--- src/design/mpwm_defs.svh ---
// Purpose: Offsets, field positions and reset values of the PWM unit
// Assumes: Byte addresses on the Avalon-MM bus, one word per register
// Notes: Data and mode registers are arrays at a 4-byte stride
`ifndef MPWM_DEFS_SVH
`define MPWM_DEFS_SVH

// ==========================================
// Register byte offsets
`define MPWM_A_PWR 8'h00
`define MPWM_A_PRESC 8'h04
`define MPWM_A_MODE0 8'h08
`define MPWM_A_DATA0 8'h14
`define MPWM_A_OUTVAL 8'h20
`define MPWM_A_OUTEN 8'h24
`define MPWM_A_OUTLVL 8'h28
`define MPWM_A_OUTMODE 8'h2c
`define MPWM_A_START 8'h30
`define MPWM_A_STATUS 8'h34
`define MPWM_A_STOP 8'h38
`define MPWM_A_COUNT 8'h3c
`define MPWM_A_IRQST 8'h40
`define MPWM_A_IRQCLR 8'h44
`define MPWM_A_IRQEN 8'h48
`define MPWM_A_PORT 8'h4c

// ==========================================
// Field positions
`define MPWM_F_CLKSEL 0
`define MPWM_F_ONECNT 1
`define MPWM_F_PRESC_B 4
`define MPWM_F_LATCH 4

// ==========================================
// Reset values and counter marks
`define MPWM_R_MODE 2'h0
`define MPWM_R_DATA 16'h0000
`define MPWM_R_BITS 3'h0
`define MPWM_R_PM 3'h7
`define MPWM_R_PRESC 8'h00
`define MPWM_IDLE_CNT 16'hffff
`define MPWM_ZERO_CNT 16'h0000
`define MPWM_STEP 16'h0001

`endif

--- src/design/mpwm_pkg.sv ---
// Purpose: Shared types of the PWM unit
// Assumes: Nothing beyond the defs header
// Notes: States follow a Gray path stop-wait-arm-run
package mpwm_pkg;
  // Channel sequencer states
  typedef enum logic [1:0] {
    CH_STOP = 2'b00,
    CH_WAIT = 2'b01,
    CH_ARM = 2'b11,
    CH_RUN = 2'b10
  } mpwm_ch_st_t;
  // Counter word
  typedef logic [15:0] mpwm_cnt_t;
endpackage

--- src/design/mpwm_ch_if.sv ---
// Purpose: Link between the register block and one channel counter
// Assumes: Single clock domain
// Notes: ctrl drives set-up and events, chan returns count state
`timescale 1ns/1ps
interface mpwm_ch_if;
  import mpwm_pkg::*;
  logic tick;
  logic run;
  logic start;
  logic trig;
  logic one_cnt;
  mpwm_cnt_t data;
  mpwm_cnt_t cnt;
  logic irq;
  logic act;
  modport ctrl (output tick, run, start, trig, one_cnt, data, input cnt, irq, act);
  modport chan (input tick, run, start, trig, one_cnt, data, output cnt, irq, act);
endinterface

--- src/design/mpwm_chan.sv ---
// Purpose: One down counter in interval or one-count mode
// Assumes: Ticks, triggers and start are one-cycle pulses
// Notes: Output phase act drives the slave PWM level
`timescale 1ns/1ps
`include "mpwm_defs.svh"
module mpwm_chan
  import mpwm_pkg::*;
(
  // Clock and reset
  input wire logic clock,
  input wire logic rst,
  // Register block side
  mpwm_ch_if.chan ch
);
  mpwm_ch_st_t st_q;
  mpwm_cnt_t cnt_q;
  logic irq_q;
  logic act_q;

  assign ch.cnt = cnt_q;
  assign ch.irq = irq_q;
  assign ch.act = act_q;

  // Sequencer, counter and output phase
  always_ff @(posedge clock or posedge rst) begin
    if (rst) begin
      st_q <= CH_STOP;
      cnt_q <= `MPWM_IDLE_CNT;
      irq_q <= 1'b0;
      act_q <= 1'b0;
    end else if (!ch.run) begin
      st_q <= CH_STOP;
      irq_q <= 1'b0;
      act_q <= 1'b0;
    end else begin
      irq_q <= 1'b0;
      case (st_q)
        CH_STOP: begin
          if (ch.start && ch.one_cnt) begin
            st_q <= CH_WAIT;
            cnt_q <= `MPWM_IDLE_CNT;
          end else if (ch.start) begin
            st_q <= CH_RUN;
            cnt_q <= ch.data;
          end
        end
        CH_WAIT: begin
          if (ch.trig) begin
            st_q <= CH_ARM;
          end
        end
        CH_ARM: begin
          if (ch.tick) begin
            cnt_q <= ch.data;
            act_q <= (ch.data != `MPWM_ZERO_CNT);
            st_q <= CH_RUN;
          end
        end
        CH_RUN: begin
          if (ch.one_cnt && ch.trig) begin
            st_q <= CH_ARM;
          end else if (ch.tick && cnt_q == `MPWM_ZERO_CNT) begin
            irq_q <= 1'b1;
            if (ch.one_cnt) begin
              cnt_q <= `MPWM_IDLE_CNT;
              st_q <= CH_WAIT;
            end else begin
              cnt_q <= ch.data;
            end
          end else if (ch.tick) begin
            cnt_q <= cnt_q - `MPWM_STEP;
            if (cnt_q == `MPWM_STEP) begin
              act_q <= 1'b0;
            end
          end
        end
        default: begin
          st_q <= CH_STOP;
        end
      endcase
    end
  end
endmodule

--- src/design/mpwm_presc.sv ---
// Purpose: Operating clock tick generator for both clock sources
// Assumes: Ticks are one-cycle enables on the system clock
// Notes: Divider is held cleared while the unit is powered off
`timescale 1ns/1ps
`include "mpwm_defs.svh"
module mpwm_presc (
  // Clock and reset
  input wire logic clock,
  input wire logic rst,
  // Control
  input wire logic en,
  input wire logic [7:0] presc,
  // Ticks
  output logic op_clock_a,
  output logic op_clock_b
);
  logic [15:0] div_q;

  // Tick when the low n divider bits are all ones
  function automatic logic due(input logic [15:0] d, input logic [3:0] n);
    logic [15:0] m;
    m = (16'h0001 << n) - 16'h0001;
    due = ((d & m) == m);
  endfunction

  // Free running divider
  always_ff @(posedge clock or posedge rst) begin
    if (rst) begin
      div_q <= 16'h0000;
    end else if (!en) begin
      div_q <= 16'h0000;
    end else begin
      div_q <= div_q + 16'h0001;
    end
  end

  // Registered ticks, silent when powered off
  always_ff @(posedge clock or posedge rst) begin
    if (rst) begin
      op_clock_a <= 1'b0;
      op_clock_b <= 1'b0;
    end else begin
      op_clock_a <= en & due(div_q, presc[3:0]);
      op_clock_b <= en & due(div_q, presc[`MPWM_F_PRESC_B +: 4]);
    end
  end
endmodule

--- src/design/mpwm_top.sv ---
// Purpose: Register block and pin control of a three channel PWM unit
// Assumes: Avalon-MM slave with one wait state on every access
// Notes: Channel 0 is the period master, channels 1 and 2 the duty slaves
`timescale 1ns/1ps
`include "mpwm_defs.svh"

// How it works
// Master output value bit at 0 drives a low master output.
// Master output enable at 0 keeps counting off the master output.
// Output level bit has no effect on a master-mode channel.
// Output mode bit 0 selects master output mode.
// Output mode bit 1 makes the channel a duty output following its counter.
// Powered off, the unit clock stops and register writes are ignored.
// Power enable comes first; reads and writes blocked while it is 0.
// Software picks each channel's clock source before configuring channels.
// Software sets modes, period and duties while channels are stopped.
// Writing slave output values while stopped only sets default levels.
// Software enables slave outputs so counting may drive them.
// With port bits cleared, each slave pin shows its output value bit.
// Slave pins float while master and own output enables are clear.
// Master counts down from period, interrupts at zero, reloads.
// Slave loads duty on master interrupt, counts to zero, idles all ones.
// Slave output goes active one tick after trigger, inactive at zero.
// Start bits set enable status, start the master and self-clear.
// Duty above period plus one yields a constant active output.
// Software rewrites period and duties together right after a master interrupt.
module mpwm_top
  import mpwm_pkg::*;
(
  // Clock and reset
  input wire logic clock,
  input wire logic rst,
  // Avalon-MM slave
  input wire logic [7:0] address,
  input wire logic read,
  input wire logic write,
  input wire logic [31:0] writedata,
  output logic [31:0] readdata,
  output logic waitrequest,
  // Timer pins
  output logic master_out_value,
  output logic master_out_value_oe,
  output logic slave1_pwm_out,
  output logic slave1_pwm_out_oe,
  output logic slave2_pwm_out,
  output logic slave2_pwm_out_oe,
  // Interrupt
  output logic irq
);
  logic ack_q;
  logic wr_en;
  logic unit_wr;
  logic pwr_q;
  logic [7:0] presc_q;
  logic [1:0] mode_q [3];
  mpwm_cnt_t data_q [3];
  logic [2:0] tov_q;
  logic [2:0] toe_q;
  logic [2:0] lvl_q;
  logic [2:0] omode_q;
  logic [2:0] te_q;
  logic [2:0] start_q;
  logic [2:0] ist_q;
  logic [2:0] ien_q;
  logic [2:0] pm_q;
  logic [2:0] latch_q;
  logic [31:0] readdata_q;
  logic [31:0] rd_mux;
  logic [2:0] ev;
  logic [2:0] act;
  mpwm_cnt_t cnt [3];
  logic op_clock_a;
  logic op_clock_b;
  logic [2:0] pin_lv;
  logic [2:0] pin_oe;

  // Word match on a byte offset
  function automatic logic hit(input logic [7:0] a, input logic [7:0] b);
    hit = (a[7:2] == b[7:2]);
  endfunction

  // ==========================================
  // Bus handshake
  // One wait state, write and read data at the released edge
  assign waitrequest = (read | write) & ~ack_q;
  assign wr_en = write & ack_q;
  assign unit_wr = wr_en & pwr_q;
  assign readdata = readdata_q;

  // Wait-state toggle
  always_ff @(posedge clock or posedge rst) begin
    if (rst) begin
      ack_q <= 1'b0;
    end else begin
      ack_q <= (read | write) & ~ack_q;
    end
  end

  // ==========================================
  // Registers
  // Power enable, always reachable
  always_ff @(posedge clock or posedge rst) begin
    if (rst) begin
      pwr_q <= 1'b0;
    end else if (wr_en && hit(address, `MPWM_A_PWR)) begin
      pwr_q <= writedata[0];
    end
  end

  // Set-up bits, held at reset values while powered off (port mask all ones, rest zero)
  always_ff @(posedge clock or posedge rst) begin
    if (rst) begin
      presc_q <= `MPWM_R_PRESC;
      toe_q <= `MPWM_R_BITS;
      lvl_q <= `MPWM_R_BITS;
      omode_q <= `MPWM_R_BITS;
      ien_q <= `MPWM_R_BITS;
      pm_q <= `MPWM_R_PM;
      latch_q <= `MPWM_R_BITS;
    end else if (!pwr_q) begin
      presc_q <= `MPWM_R_PRESC;
      toe_q <= `MPWM_R_BITS;
      lvl_q <= `MPWM_R_BITS;
      omode_q <= `MPWM_R_BITS;
      ien_q <= `MPWM_R_BITS;
      pm_q <= `MPWM_R_PM;
      latch_q <= `MPWM_R_BITS;
    end else if (unit_wr) begin
      if (hit(address, `MPWM_A_PRESC)) begin
        presc_q <= writedata[7:0];
      end
      if (hit(address, `MPWM_A_OUTEN)) begin
        toe_q <= writedata[2:0];
      end
      if (hit(address, `MPWM_A_OUTLVL)) begin
        lvl_q <= writedata[2:0];
      end
      if (hit(address, `MPWM_A_OUTMODE)) begin
        omode_q <= writedata[2:0];
      end
      if (hit(address, `MPWM_A_IRQEN)) begin
        ien_q <= writedata[2:0];
      end
      if (hit(address, `MPWM_A_PORT)) begin
        pm_q <= writedata[2:0];
        latch_q <= writedata[`MPWM_F_LATCH +: 3];
      end
    end
  end

  // Mode and data arrays, mode locked while running
  always_ff @(posedge clock or posedge rst) begin
    if (rst) begin
      for (int i = 0; i < 3; i++) begin
        mode_q[i] <= `MPWM_R_MODE;
        data_q[i] <= `MPWM_R_DATA;
      end
    end else if (!pwr_q) begin
      for (int i = 0; i < 3; i++) begin
        mode_q[i] <= `MPWM_R_MODE;
        data_q[i] <= `MPWM_R_DATA;
      end
    end else begin
      for (int i = 0; i < 3; i++) begin
        if (unit_wr && !te_q[i] && hit(address, `MPWM_A_MODE0 + 8'(4 * i))) begin
          mode_q[i] <= writedata[1:0];
        end
        if (unit_wr && hit(address, `MPWM_A_DATA0 + 8'(4 * i))) begin
          data_q[i] <= writedata[15:0];
        end
      end
    end
  end

  // Enable status and self-clearing start pulses
  always_ff @(posedge clock or posedge rst) begin
    if (rst) begin
      te_q <= `MPWM_R_BITS;
      start_q <= `MPWM_R_BITS;
    end else if (!pwr_q) begin
      te_q <= `MPWM_R_BITS;
      start_q <= `MPWM_R_BITS;
    end else if (unit_wr && hit(address, `MPWM_A_START)) begin
      te_q <= te_q | writedata[2:0];
      start_q <= writedata[2:0];
    end else if (unit_wr && hit(address, `MPWM_A_STOP)) begin
      te_q <= te_q & ~writedata[2:0];
      start_q <= `MPWM_R_BITS;
    end else begin
      start_q <= `MPWM_R_BITS;
    end
  end

  // Output values: counting drives them only when enabled
  always_ff @(posedge clock or posedge rst) begin
    if (rst) begin
      tov_q <= `MPWM_R_BITS;
    end else if (!pwr_q) begin
      tov_q <= `MPWM_R_BITS;
    end else begin
      for (int i = 0; i < 3; i++) begin
        if (toe_q[i] && te_q[i]) begin
          if (omode_q[i]) begin
            tov_q[i] <= act[i];
          end else if (ev[i]) begin
            tov_q[i] <= ~tov_q[i];
          end
        end else if (unit_wr && hit(address, `MPWM_A_OUTVAL)) begin
          tov_q[i] <= writedata[i];
        end
      end
    end
  end

  // Sticky status, set wins over clear
  always_ff @(posedge clock or posedge rst) begin
    if (rst) begin
      ist_q <= `MPWM_R_BITS;
    end else if (!pwr_q) begin
      ist_q <= `MPWM_R_BITS;
    end else if (unit_wr && hit(address, `MPWM_A_IRQCLR)) begin
      ist_q <= (ist_q & ~writedata[2:0]) | ev;
    end else begin
      ist_q <= ist_q | ev;
    end
  end

  assign irq = |(ist_q & ien_q);

  // Read mux, unit registers read zero while powered off
  always_comb begin
    rd_mux = 32'h00000000;
    if (hit(address, `MPWM_A_PWR)) begin
      rd_mux[0] = pwr_q;
    end else if (pwr_q) begin
      for (int i = 0; i < 3; i++) begin
        if (hit(address, `MPWM_A_MODE0 + 8'(4 * i))) begin
          rd_mux[1:0] = mode_q[i];
        end
        if (hit(address, `MPWM_A_DATA0 + 8'(4 * i))) begin
          rd_mux[15:0] = data_q[i];
        end
      end
      if (hit(address, `MPWM_A_PRESC)) rd_mux[7:0] = presc_q;
      if (hit(address, `MPWM_A_OUTVAL)) rd_mux[2:0] = tov_q;
      if (hit(address, `MPWM_A_OUTEN)) rd_mux[2:0] = toe_q;
      if (hit(address, `MPWM_A_OUTLVL)) rd_mux[2:0] = lvl_q;
      if (hit(address, `MPWM_A_OUTMODE)) rd_mux[2:0] = omode_q;
      if (hit(address, `MPWM_A_STATUS)) rd_mux[2:0] = te_q;
      if (hit(address, `MPWM_A_COUNT)) rd_mux[15:0] = cnt[0];
      if (hit(address, `MPWM_A_IRQST)) rd_mux[2:0] = ist_q;
      if (hit(address, `MPWM_A_IRQEN)) rd_mux[2:0] = ien_q;
      if (hit(address, `MPWM_A_PORT)) rd_mux[6:0] = {latch_q, 1'b0, pm_q};
    end
  end

  // Read data captured in the wait cycle
  always_ff @(posedge clock or posedge rst) begin
    if (rst) begin
      readdata_q <= 32'h00000000;
    end else if (read && !ack_q) begin
      readdata_q <= rd_mux;
    end
  end

  // ==========================================
  // Counting
  mpwm_presc u_presc (
    .clock(clock),
    .rst(rst),
    .en(pwr_q),
    .presc(presc_q),
    .op_clock_a(op_clock_a),
    .op_clock_b(op_clock_b)
  );

  // Channel counters; the master interrupt triggers the slaves
  for (genvar i = 0; i < 3; i++) begin : g_ch
    mpwm_ch_if chi ();
    assign chi.tick = mode_q[i][`MPWM_F_CLKSEL] ? op_clock_b : op_clock_a;
    assign chi.run = te_q[i];
    assign chi.start = start_q[i];
    assign chi.trig = (i != 0) && ev[0];
    assign chi.one_cnt = mode_q[i][`MPWM_F_ONECNT];
    assign chi.data = data_q[i];
    assign cnt[i] = chi.cnt;
    assign ev[i] = chi.irq;
    assign act[i] = chi.act;
    mpwm_chan u_ch (
      .clock(clock),
      .rst(rst),
      .ch(chi.chan)
    );
  end

  // ==========================================
  // Pins
  // Level applies only in slave mode; port latch ors in
  always_comb begin
    for (int i = 0; i < 3; i++) begin
      pin_lv[i] = (tov_q[i] ^ (lvl_q[i] & omode_q[i])) | latch_q[i];
    end
  end

  // Slaves float until an output enable is set
  assign pin_oe[0] = ~pm_q[0];
  assign pin_oe[2:1] = ~pm_q[2:1] & (toe_q[2:1] | {2{toe_q[0]}});

  assign master_out_value = pin_lv[0];
  assign master_out_value_oe = pin_oe[0];
  assign slave1_pwm_out = pin_lv[1];
  assign slave1_pwm_out_oe = pin_oe[1];
  assign slave2_pwm_out = pin_lv[2];
  assign slave2_pwm_out_oe = pin_oe[2];
endmodule

--- config.mk ---
export PLATFORM = sky130hd
export DESIGN_NAME = mpwm_top
export DESIGN_NICKNAME = d
export VERILOG_FILES = /design/src/design/mpwm_pkg.sv /design/src/design/mpwm_ch_if.sv /design/src/design/mpwm_chan.sv /design/src/design/mpwm_presc.sv /design/src/design/mpwm_top.sv
export VERILOG_INCLUDE_DIRS = /design/src /design/src/design
export SDC_FILE = /design/constraint.sdc
export NUM_CORES = 1
export LEC_CHECK = 0
export BUFFER_PORTS_ARGS = -buffer_cell sky130_fd_sc_hd__buf_2
export CAP_MARGIN = 10
export CORE_MARGIN = 2
export CORE_UTILIZATION = 55
export DETAILED_ROUTE_END_ITERATION = 12
export PLACE_DENSITY = 0.74
export SETUP_SLACK_MARGIN = 0.5
export SYNTH_ARGS = -nofsm -noshare
export SYNTH_HDL_FRONTEND = slang
export SYNTH_SLANG_ARGS = --single-unit
--- constraint.sdc ---
create_clock -name clock -period 12 [get_ports clock]
set_input_delay 1.8 -clock clock [delete_from_list [all_inputs] [get_ports clock]]
set_output_delay 1.8 -clock clock [all_outputs]
set_load 0.02 [all_outputs]
==> results of run 1 <==
[cell usage after synthesis (all sizes together), types with 22 or more instances]
library cell / count / share of area
buf: 34 / 0.017
dfrtp: 136 / 0.28
o211ai: 25 / 0.016
nor4: 29 / 0.017
nand2: 203 / 0.063
nor3: 46 / 0.020
a21oi: 117 / 0.048
dfstp: 51 / 0.11
o21ai: 86 / 0.036
a31oi: 22 / 0.011
nand3: 36 / 0.015
nor2: 123 / 0.038
clkbuf: 88 / 0.027
inv: 39 / 0.012
mux2i: 33 / 0.027
[worst register-to-register path: cells and delay by family (launching register included)]
family / cells / cell delay [ns]
DFF: 1 / 0.40
adders and majority gates: 1 / 0.28
AOI/OAI and AO/OA: 3 / 0.84
and+or+nand+nor: 2 / 1.11
buffers and inverters: 1 / 0.14
[area by class of cell]
type	count	area, sq um	area share
repair buffers	60	328	0.0252
diodes	1	2.50	0.000192
clock inverters	11	240	0.0184
clock buffers	21	460	0.0354
inverters	40	158	0.0121
flip-flops and latches	187	4740	0.364
multi-input cells	1107	6740	0.518
well taps	280	350	0.0269
[flip-flops by register name, summed over array words and instances, names as in the netlist, 6 cells and up]
register	flops
presc_q	8
g_ch.u_ch.ch.cnt	48
readdata	16
g_ch.chi.data	48
u_presc.div_q	15
g_ch.u_ch.st_q	6
[kinds of logic (layout without fill, tap and decap cells)]
kind of cell,count (synthesis),after routing
AND/OR/NAND/NOR,560,560
AO/OA/AOI/OAI,424,424
flip-flops,187,187
buffers and inverters,162,132
multiplexers,52,52
XOR/XNOR,33,33
adder cells (fa/ha/maj),22,22
other,1,17
[per-layer routing]
layer  wire [um]  vias up
met3        3290       79
li1            -     5202
met2       17000      563
met1       15500     5513
met4         883        2
met5          10        -
[through the flow]
step | setup slack [ns] | std cells | hold WS, ns | cell area, sq um
2_1_floorplan | 5.20 | 1456 | 0.475 | 12200
3_3_place_gp | 7.70 | 1674 | 0.462 | 12300
3_5_place_dp | 7.67 | 1674 | 0.470 | 12300
4_1_cts | 7.90 | 1706 | 0.486 | 13000
5_1_grt | 7.86 | 1706 | 0.513 | 13000
6_report | 7.90 | 1707 | 0.481 | 13000
[final timing paths]
path | from | end | slack (ns)
max | write | waitrequest | 7.90
min | readdata[13]$_DFFE_PP0P_ | readdata[13]$_DFFE_PP0P_ | 0.48
max reg2reg | g_ch[0].u_ch.ch.cnt[0]$_DFFE_PP1P_ | g_ch[0].u_ch.ch.cnt[14]$_DFFE_PP1P_ | 9.17
min reg2reg | readdata[13]$_DFFE_PP0P_ | readdata[13]$_DFFE_PP0P_ | 0.48
max in group asynchronous | rst | g_ch[1].chi.data[12]$_DFFE_PP0P_ | 9.01
min in group asynchronous | rst | toe_q[0]$_DFFE_PP0P_ | 1.50
[power by group through the flow]
| stage | Combinational (uW) | Clock [uW] | Sequential (uW) |
|---|---|---|---|
| after floorplan | 713 | 0 | 898 |
| after global placement | 815 | 0 | 980 |
| after detailed placement | 832 | 0 | 986 |
| after CTS | 837 | 681 | 976 |
| after global routing | 940 | 708 | 1000 |
| final | 849 | 679 | 983 |
==> flow_summary.ini, run 1 <==
[outcome]
status = complete, no violations

[power]
pwr-share-comb = 0.338
total_leakage_power_uw = 0.00512
clock_power_share = 0.271
p_sw_frac = 0.383
ir_drop_mv = 0.123
p_sw_uw = 961
total_power_uw = 2510
seqPwrFrac = 0.392
internal-power_uw = 1550
powerDensity_nw_per_um2 = 193

[logic_synthesis]
synth_area_sq_um = 12100
avgSynthCellArea_sq_um = 8.41
ys.flop_type = dfrtp_1
synth-compound-area-share = 0.234
ys_seq_area_frac = 0.392
synth.distinct_cells = 91
synth_xor_area_frac = 0.0239
synth.mux.area_fraction = 0.0449
synthCells = 1441
synth_top_family_by_area = compound AO/OA/AOI/OAI gates
ys_ff_latch = 187
synthArstFlopShare = 1.00
yosys.area_share.simple = 0.226
yosys_warnings = 0
synth-adder-area-share = 0.0225
synth_edf_count = 0

[cts]
clockRootBuffer = clkbuf_16
worstSkewPairLatency_ns = 0.44
cts.repair.resized = 0
h-tree-depth = 4
clock_sinks = 187
postCtsSetupRepairBufs = 0
cts.clk_slew.worst_paths_ns = 0.07
cts_tree = done
cts_buffers = 17
cts_buffer_depth = 2
cts_hold_buffers = 0

[floorplanning]
die_height_um = 152
die_x_um = 152
std_cell_rows = 54
io_pins = 84
core_area_sq_um = 21700
start_util = 0.559
dieArea_sq_um = 23200

[sta]
finClkSkew_ns = 0.0108
post-route-period-util = 0.342
fmax_mhz = 244
drv_slew = 0
worst_pin_slew_ns = 1.23
max_slew_margin = 0.175
finalHoldViolCount = 0
rsz0062_at_grt = no
period_needed_ns = 4.10
setup_tns_ns = 0
setup_violations = 0

[final_layout]
final_cell_mix = nand2_1 (202), dfrtp_1 (136), nor2_1 (123)
final_common_cell = nand2_1
layout-drive-gt1-share = 0.133
fin_util = 0.600
nets = 1478
n_fill_cell = 1872
area_delta_synth_final_pct = 7.51

[worst_setup_path]
arrival_ns = 2.30
critical_path_peak_fanout = 5
end_kind = output pin
critPathRequiredTime_ns = 10.20
crit_buf_inv = 2
slowest_delay_ns = 0.18
critPathLaunchType = primary input
crit_slowest_cell = buf_2
crit_family = buffers and inverters
path_cells = buf_2 > nor2_1 > nor2_1 > buf_2
worstSetupPathDepth = 4
reg2reg_depth = 7
path_class = in2out

[drt]
totalWireLength_um = 36700
wl_per_cell_um = 21.5
first_pass_iters = 7
route.detailed.drc = 0
vias = 11400
first_iter_violations = 1127
viasPerCell = 6.65
drtAntennaViolNets = 0

[place]
hpwl_um = 25200
gp_congestion = 0.930
io_buffers = 49

[global_route]
antenna_found_initial = 1
grt_busiest_layer = met2
grt_pass1_wl_um = 58800
gr-usage-met3 = 0.0623
global_route.usage.met2 = 0.490
grt_max_degree = 122
globalRoute.totalOverflow = 0
grt.total_usage = 0.313
grt_use_met1 = 0.445
first_global_vias = 10500

[job]
maxCapViolations = 0

[worst_hold_path]
min_path_cells = 2
hold_class = reg2reg
Note: power is estimated with default switching activity, not from simulation.
==> run 2: changes to the inputs <==
==> constraint.sdc (replaced) <==
create_clock -name clock -period 4.2 [get_ports clock]
set_input_delay 0.63 -clock clock [delete_from_list [all_inputs] [get_ports clock]]
set_output_delay 0.63 -clock clock [all_outputs]
set_load 0.02 [all_outputs]
==> run 2 against run 1 <==
  * Count of clock-buffer cells in the layout is 1 higher
  * Via count up 0.28%
  * Register-to-register slack worse by 7.8 ns
  * Utilization shrank 0.39 points
  * Wire length shrank 0.61%
  * Clock power increased by 130%
==> flow_summary.ini, run 2 (synthesis results as in run 1) <==
[sta]
worst_pin_slew_ns = 0.961
fmax_mhz = 358
rsz0062_at_grt = no
drv_slew = 0
finalHoldViolCount = 0
finClkSkew_ns = 0.0137
setup_tns_ns = 0
post-route-period-util = 0.665
max_slew_margin = 0.350
period_needed_ns = 2.79
setup_violations = 0

[drt]
first_iter_violations = 1282
route.detailed.drc = 0
totalWireLength_um = 36500
drtAntennaViolNets = 0
viasPerCell = 6.65
first_pass_iters = 5
vias = 11400
wl_per_cell_um = 21.3

[worst_setup_path]
critical_path_peak_fanout = 10
path_class = reg2reg
critPathRequiredTime_ns = 4.58
end_kind = flip-flop
arrival_ns = 3.17
critPathLaunchType = flip-flop

[outcome]
status = complete, no violations

[place]
gp_congestion = 0.960
placed_cell_area_sq_um = 12400
hpwl_um = 25600
io_buffers = 49

[power]
powerDensity_nw_per_um2 = 527
ir_drop_mv = 0.379
total_leakage_power_uw = 0.00507

[cts]
cts_hold_buffers = 0
clock_sinks = 187
cts_buffer_depth = 2
cts.clk_slew.worst_paths_ns = 0.07
cts_tree = done
worstSkewPairLatency_ns = 0.44
clockRootBuffer = clkbuf_16
h-tree-depth = 4
postCtsSetupRepairBufs = 0
cts_buffers = 17
cts.repair.resized = 0

[global_route]
grt_max_degree = 94
globalRoute.totalOverflow = 0
grt.total_usage = 0.312
first_global_vias = 10500
antenna_found_initial = 0
grt_pass1_wl_um = 58700

[worst_hold_path]
hold_class = in2async

[floorplanning]
start_util = 0.559
die_height_um = 152
io_pins = 84
dieArea_sq_um = 23200
core_area_sq_um = 21700
std_cell_rows = 54
die_x_um = 152

[final_layout]
area_delta_synth_final_pct = 6.82
nets = 1483
final_common_cell = nand2_1
fin_area_sq_um = 12900
final_cell_mix = nand2_1 (202), dfrtp_1 (136), nor2_1 (123)
layout-drive-gt1-share = 0.135

[job]
maxCapViolations = 0
-- run 2: cell types whose count changed in the layout (fill, tap and decap cells not counted), sizes merged --
cell      previous run  this run
bufinv               7         1
clkbuf              21        22
clkinv               4         6
buf                 60        65
clkinvlp             1         4
-- run 2: area by class of cell --
| class | count | area, sq um |
|---|---|---|
| fillers | 1967 | 8750 |
| multi-input cells | 1107 | 6740 |
| flip-flops and latches | 187 | 4740 |
| clock buffers | 22 | 464 |
| repair buffers | 65 | 390 |
| well taps | 280 | 350 |
| inverters | 40 | 154 |
| clock inverters | 10 | 93.8 |
| diodes | 1 | 2.50 |
-- run 2: path summary, 6_finish.rpt --
| path | start | to | slack [ns] | cells past startpoint |
|---|---|---|---|---|
| setup / recovery | g_ch[0].u_ch.ch.cnt[0]$_DFFE_PP1P_ | g_ch[0].u_ch.ch.cnt[10]$_DFFE_PP1P_ | 1.41 | 7 |
| hold / removal | rst | lvl_q[0]$_DFFE_PP0P_ | 0.10 | 2 |
| setup reg to reg | g_ch[0].u_ch.ch.cnt[0]$_DFFE_PP1P_ | g_ch[0].u_ch.ch.cnt[10]$_DFFE_PP1P_ | 1.41 | 7 |
| hold reg to reg | readdata[10]$_DFFE_PP0P_ | readdata[10]$_DFFE_PP0P_ | 0.48 | 2 |
| max in group asynchronous | rst | g_ch[1].u_ch.ch.cnt[7]$_DFFE_PP1P_ | 3.33 | 3 |
| min in group clock | writedata[10] | g_ch[2].chi.data[10]$_DFFE_PP0P_ | 0.45 | 3 |
-- run 2: critical path, stage by stage, from the launching register on --
cell	delay (ns)
dfstp_2	0.41
inv_1	0.12
ha_1	0.27
or3b_1	0.48
nor3_2	0.60
a21oi_1	0.35
a41oi_1	0.30
o221a_1	0.20
-- run 2: where the power goes --
part / internal, uW / switching, uW
sequential: 2260 / 554
clock: 850 / 717
combinational: 964 / 1480
-- run 2: routing by layer --
| layer | global-route usage | vias up | part of all wire |
|---|---|---|---|
| li1 | - | 5202 | - |
| met1 | 0.448 | 5543 | 0.43 |
| met2 | 0.486 | 553 | 0.46 |
| met3 | 0.0603 | 93 | 0.090 |
| met4 | 0.0886 | 0 | 0.029 |
| met5 | 0 | - | 0 |
-- run 2: per-stage QoR --
stage	hold slack (ns)	instances	setup WS [ns]	power [uW]	util
6_report	0.105	1712	1.41	6820	0.597
3_5_place_dp	0.470	1679	1.36	5200	0.571
5_1_grt	0.102	1711	1.28	7220	0.597
3_3_place_gp	0.462	1679	1.39	5130	0.571
2_1_floorplan	0.475	1456	1.21	4600	-
4_1_cts	0.110	1711	1.48	6770	0.597
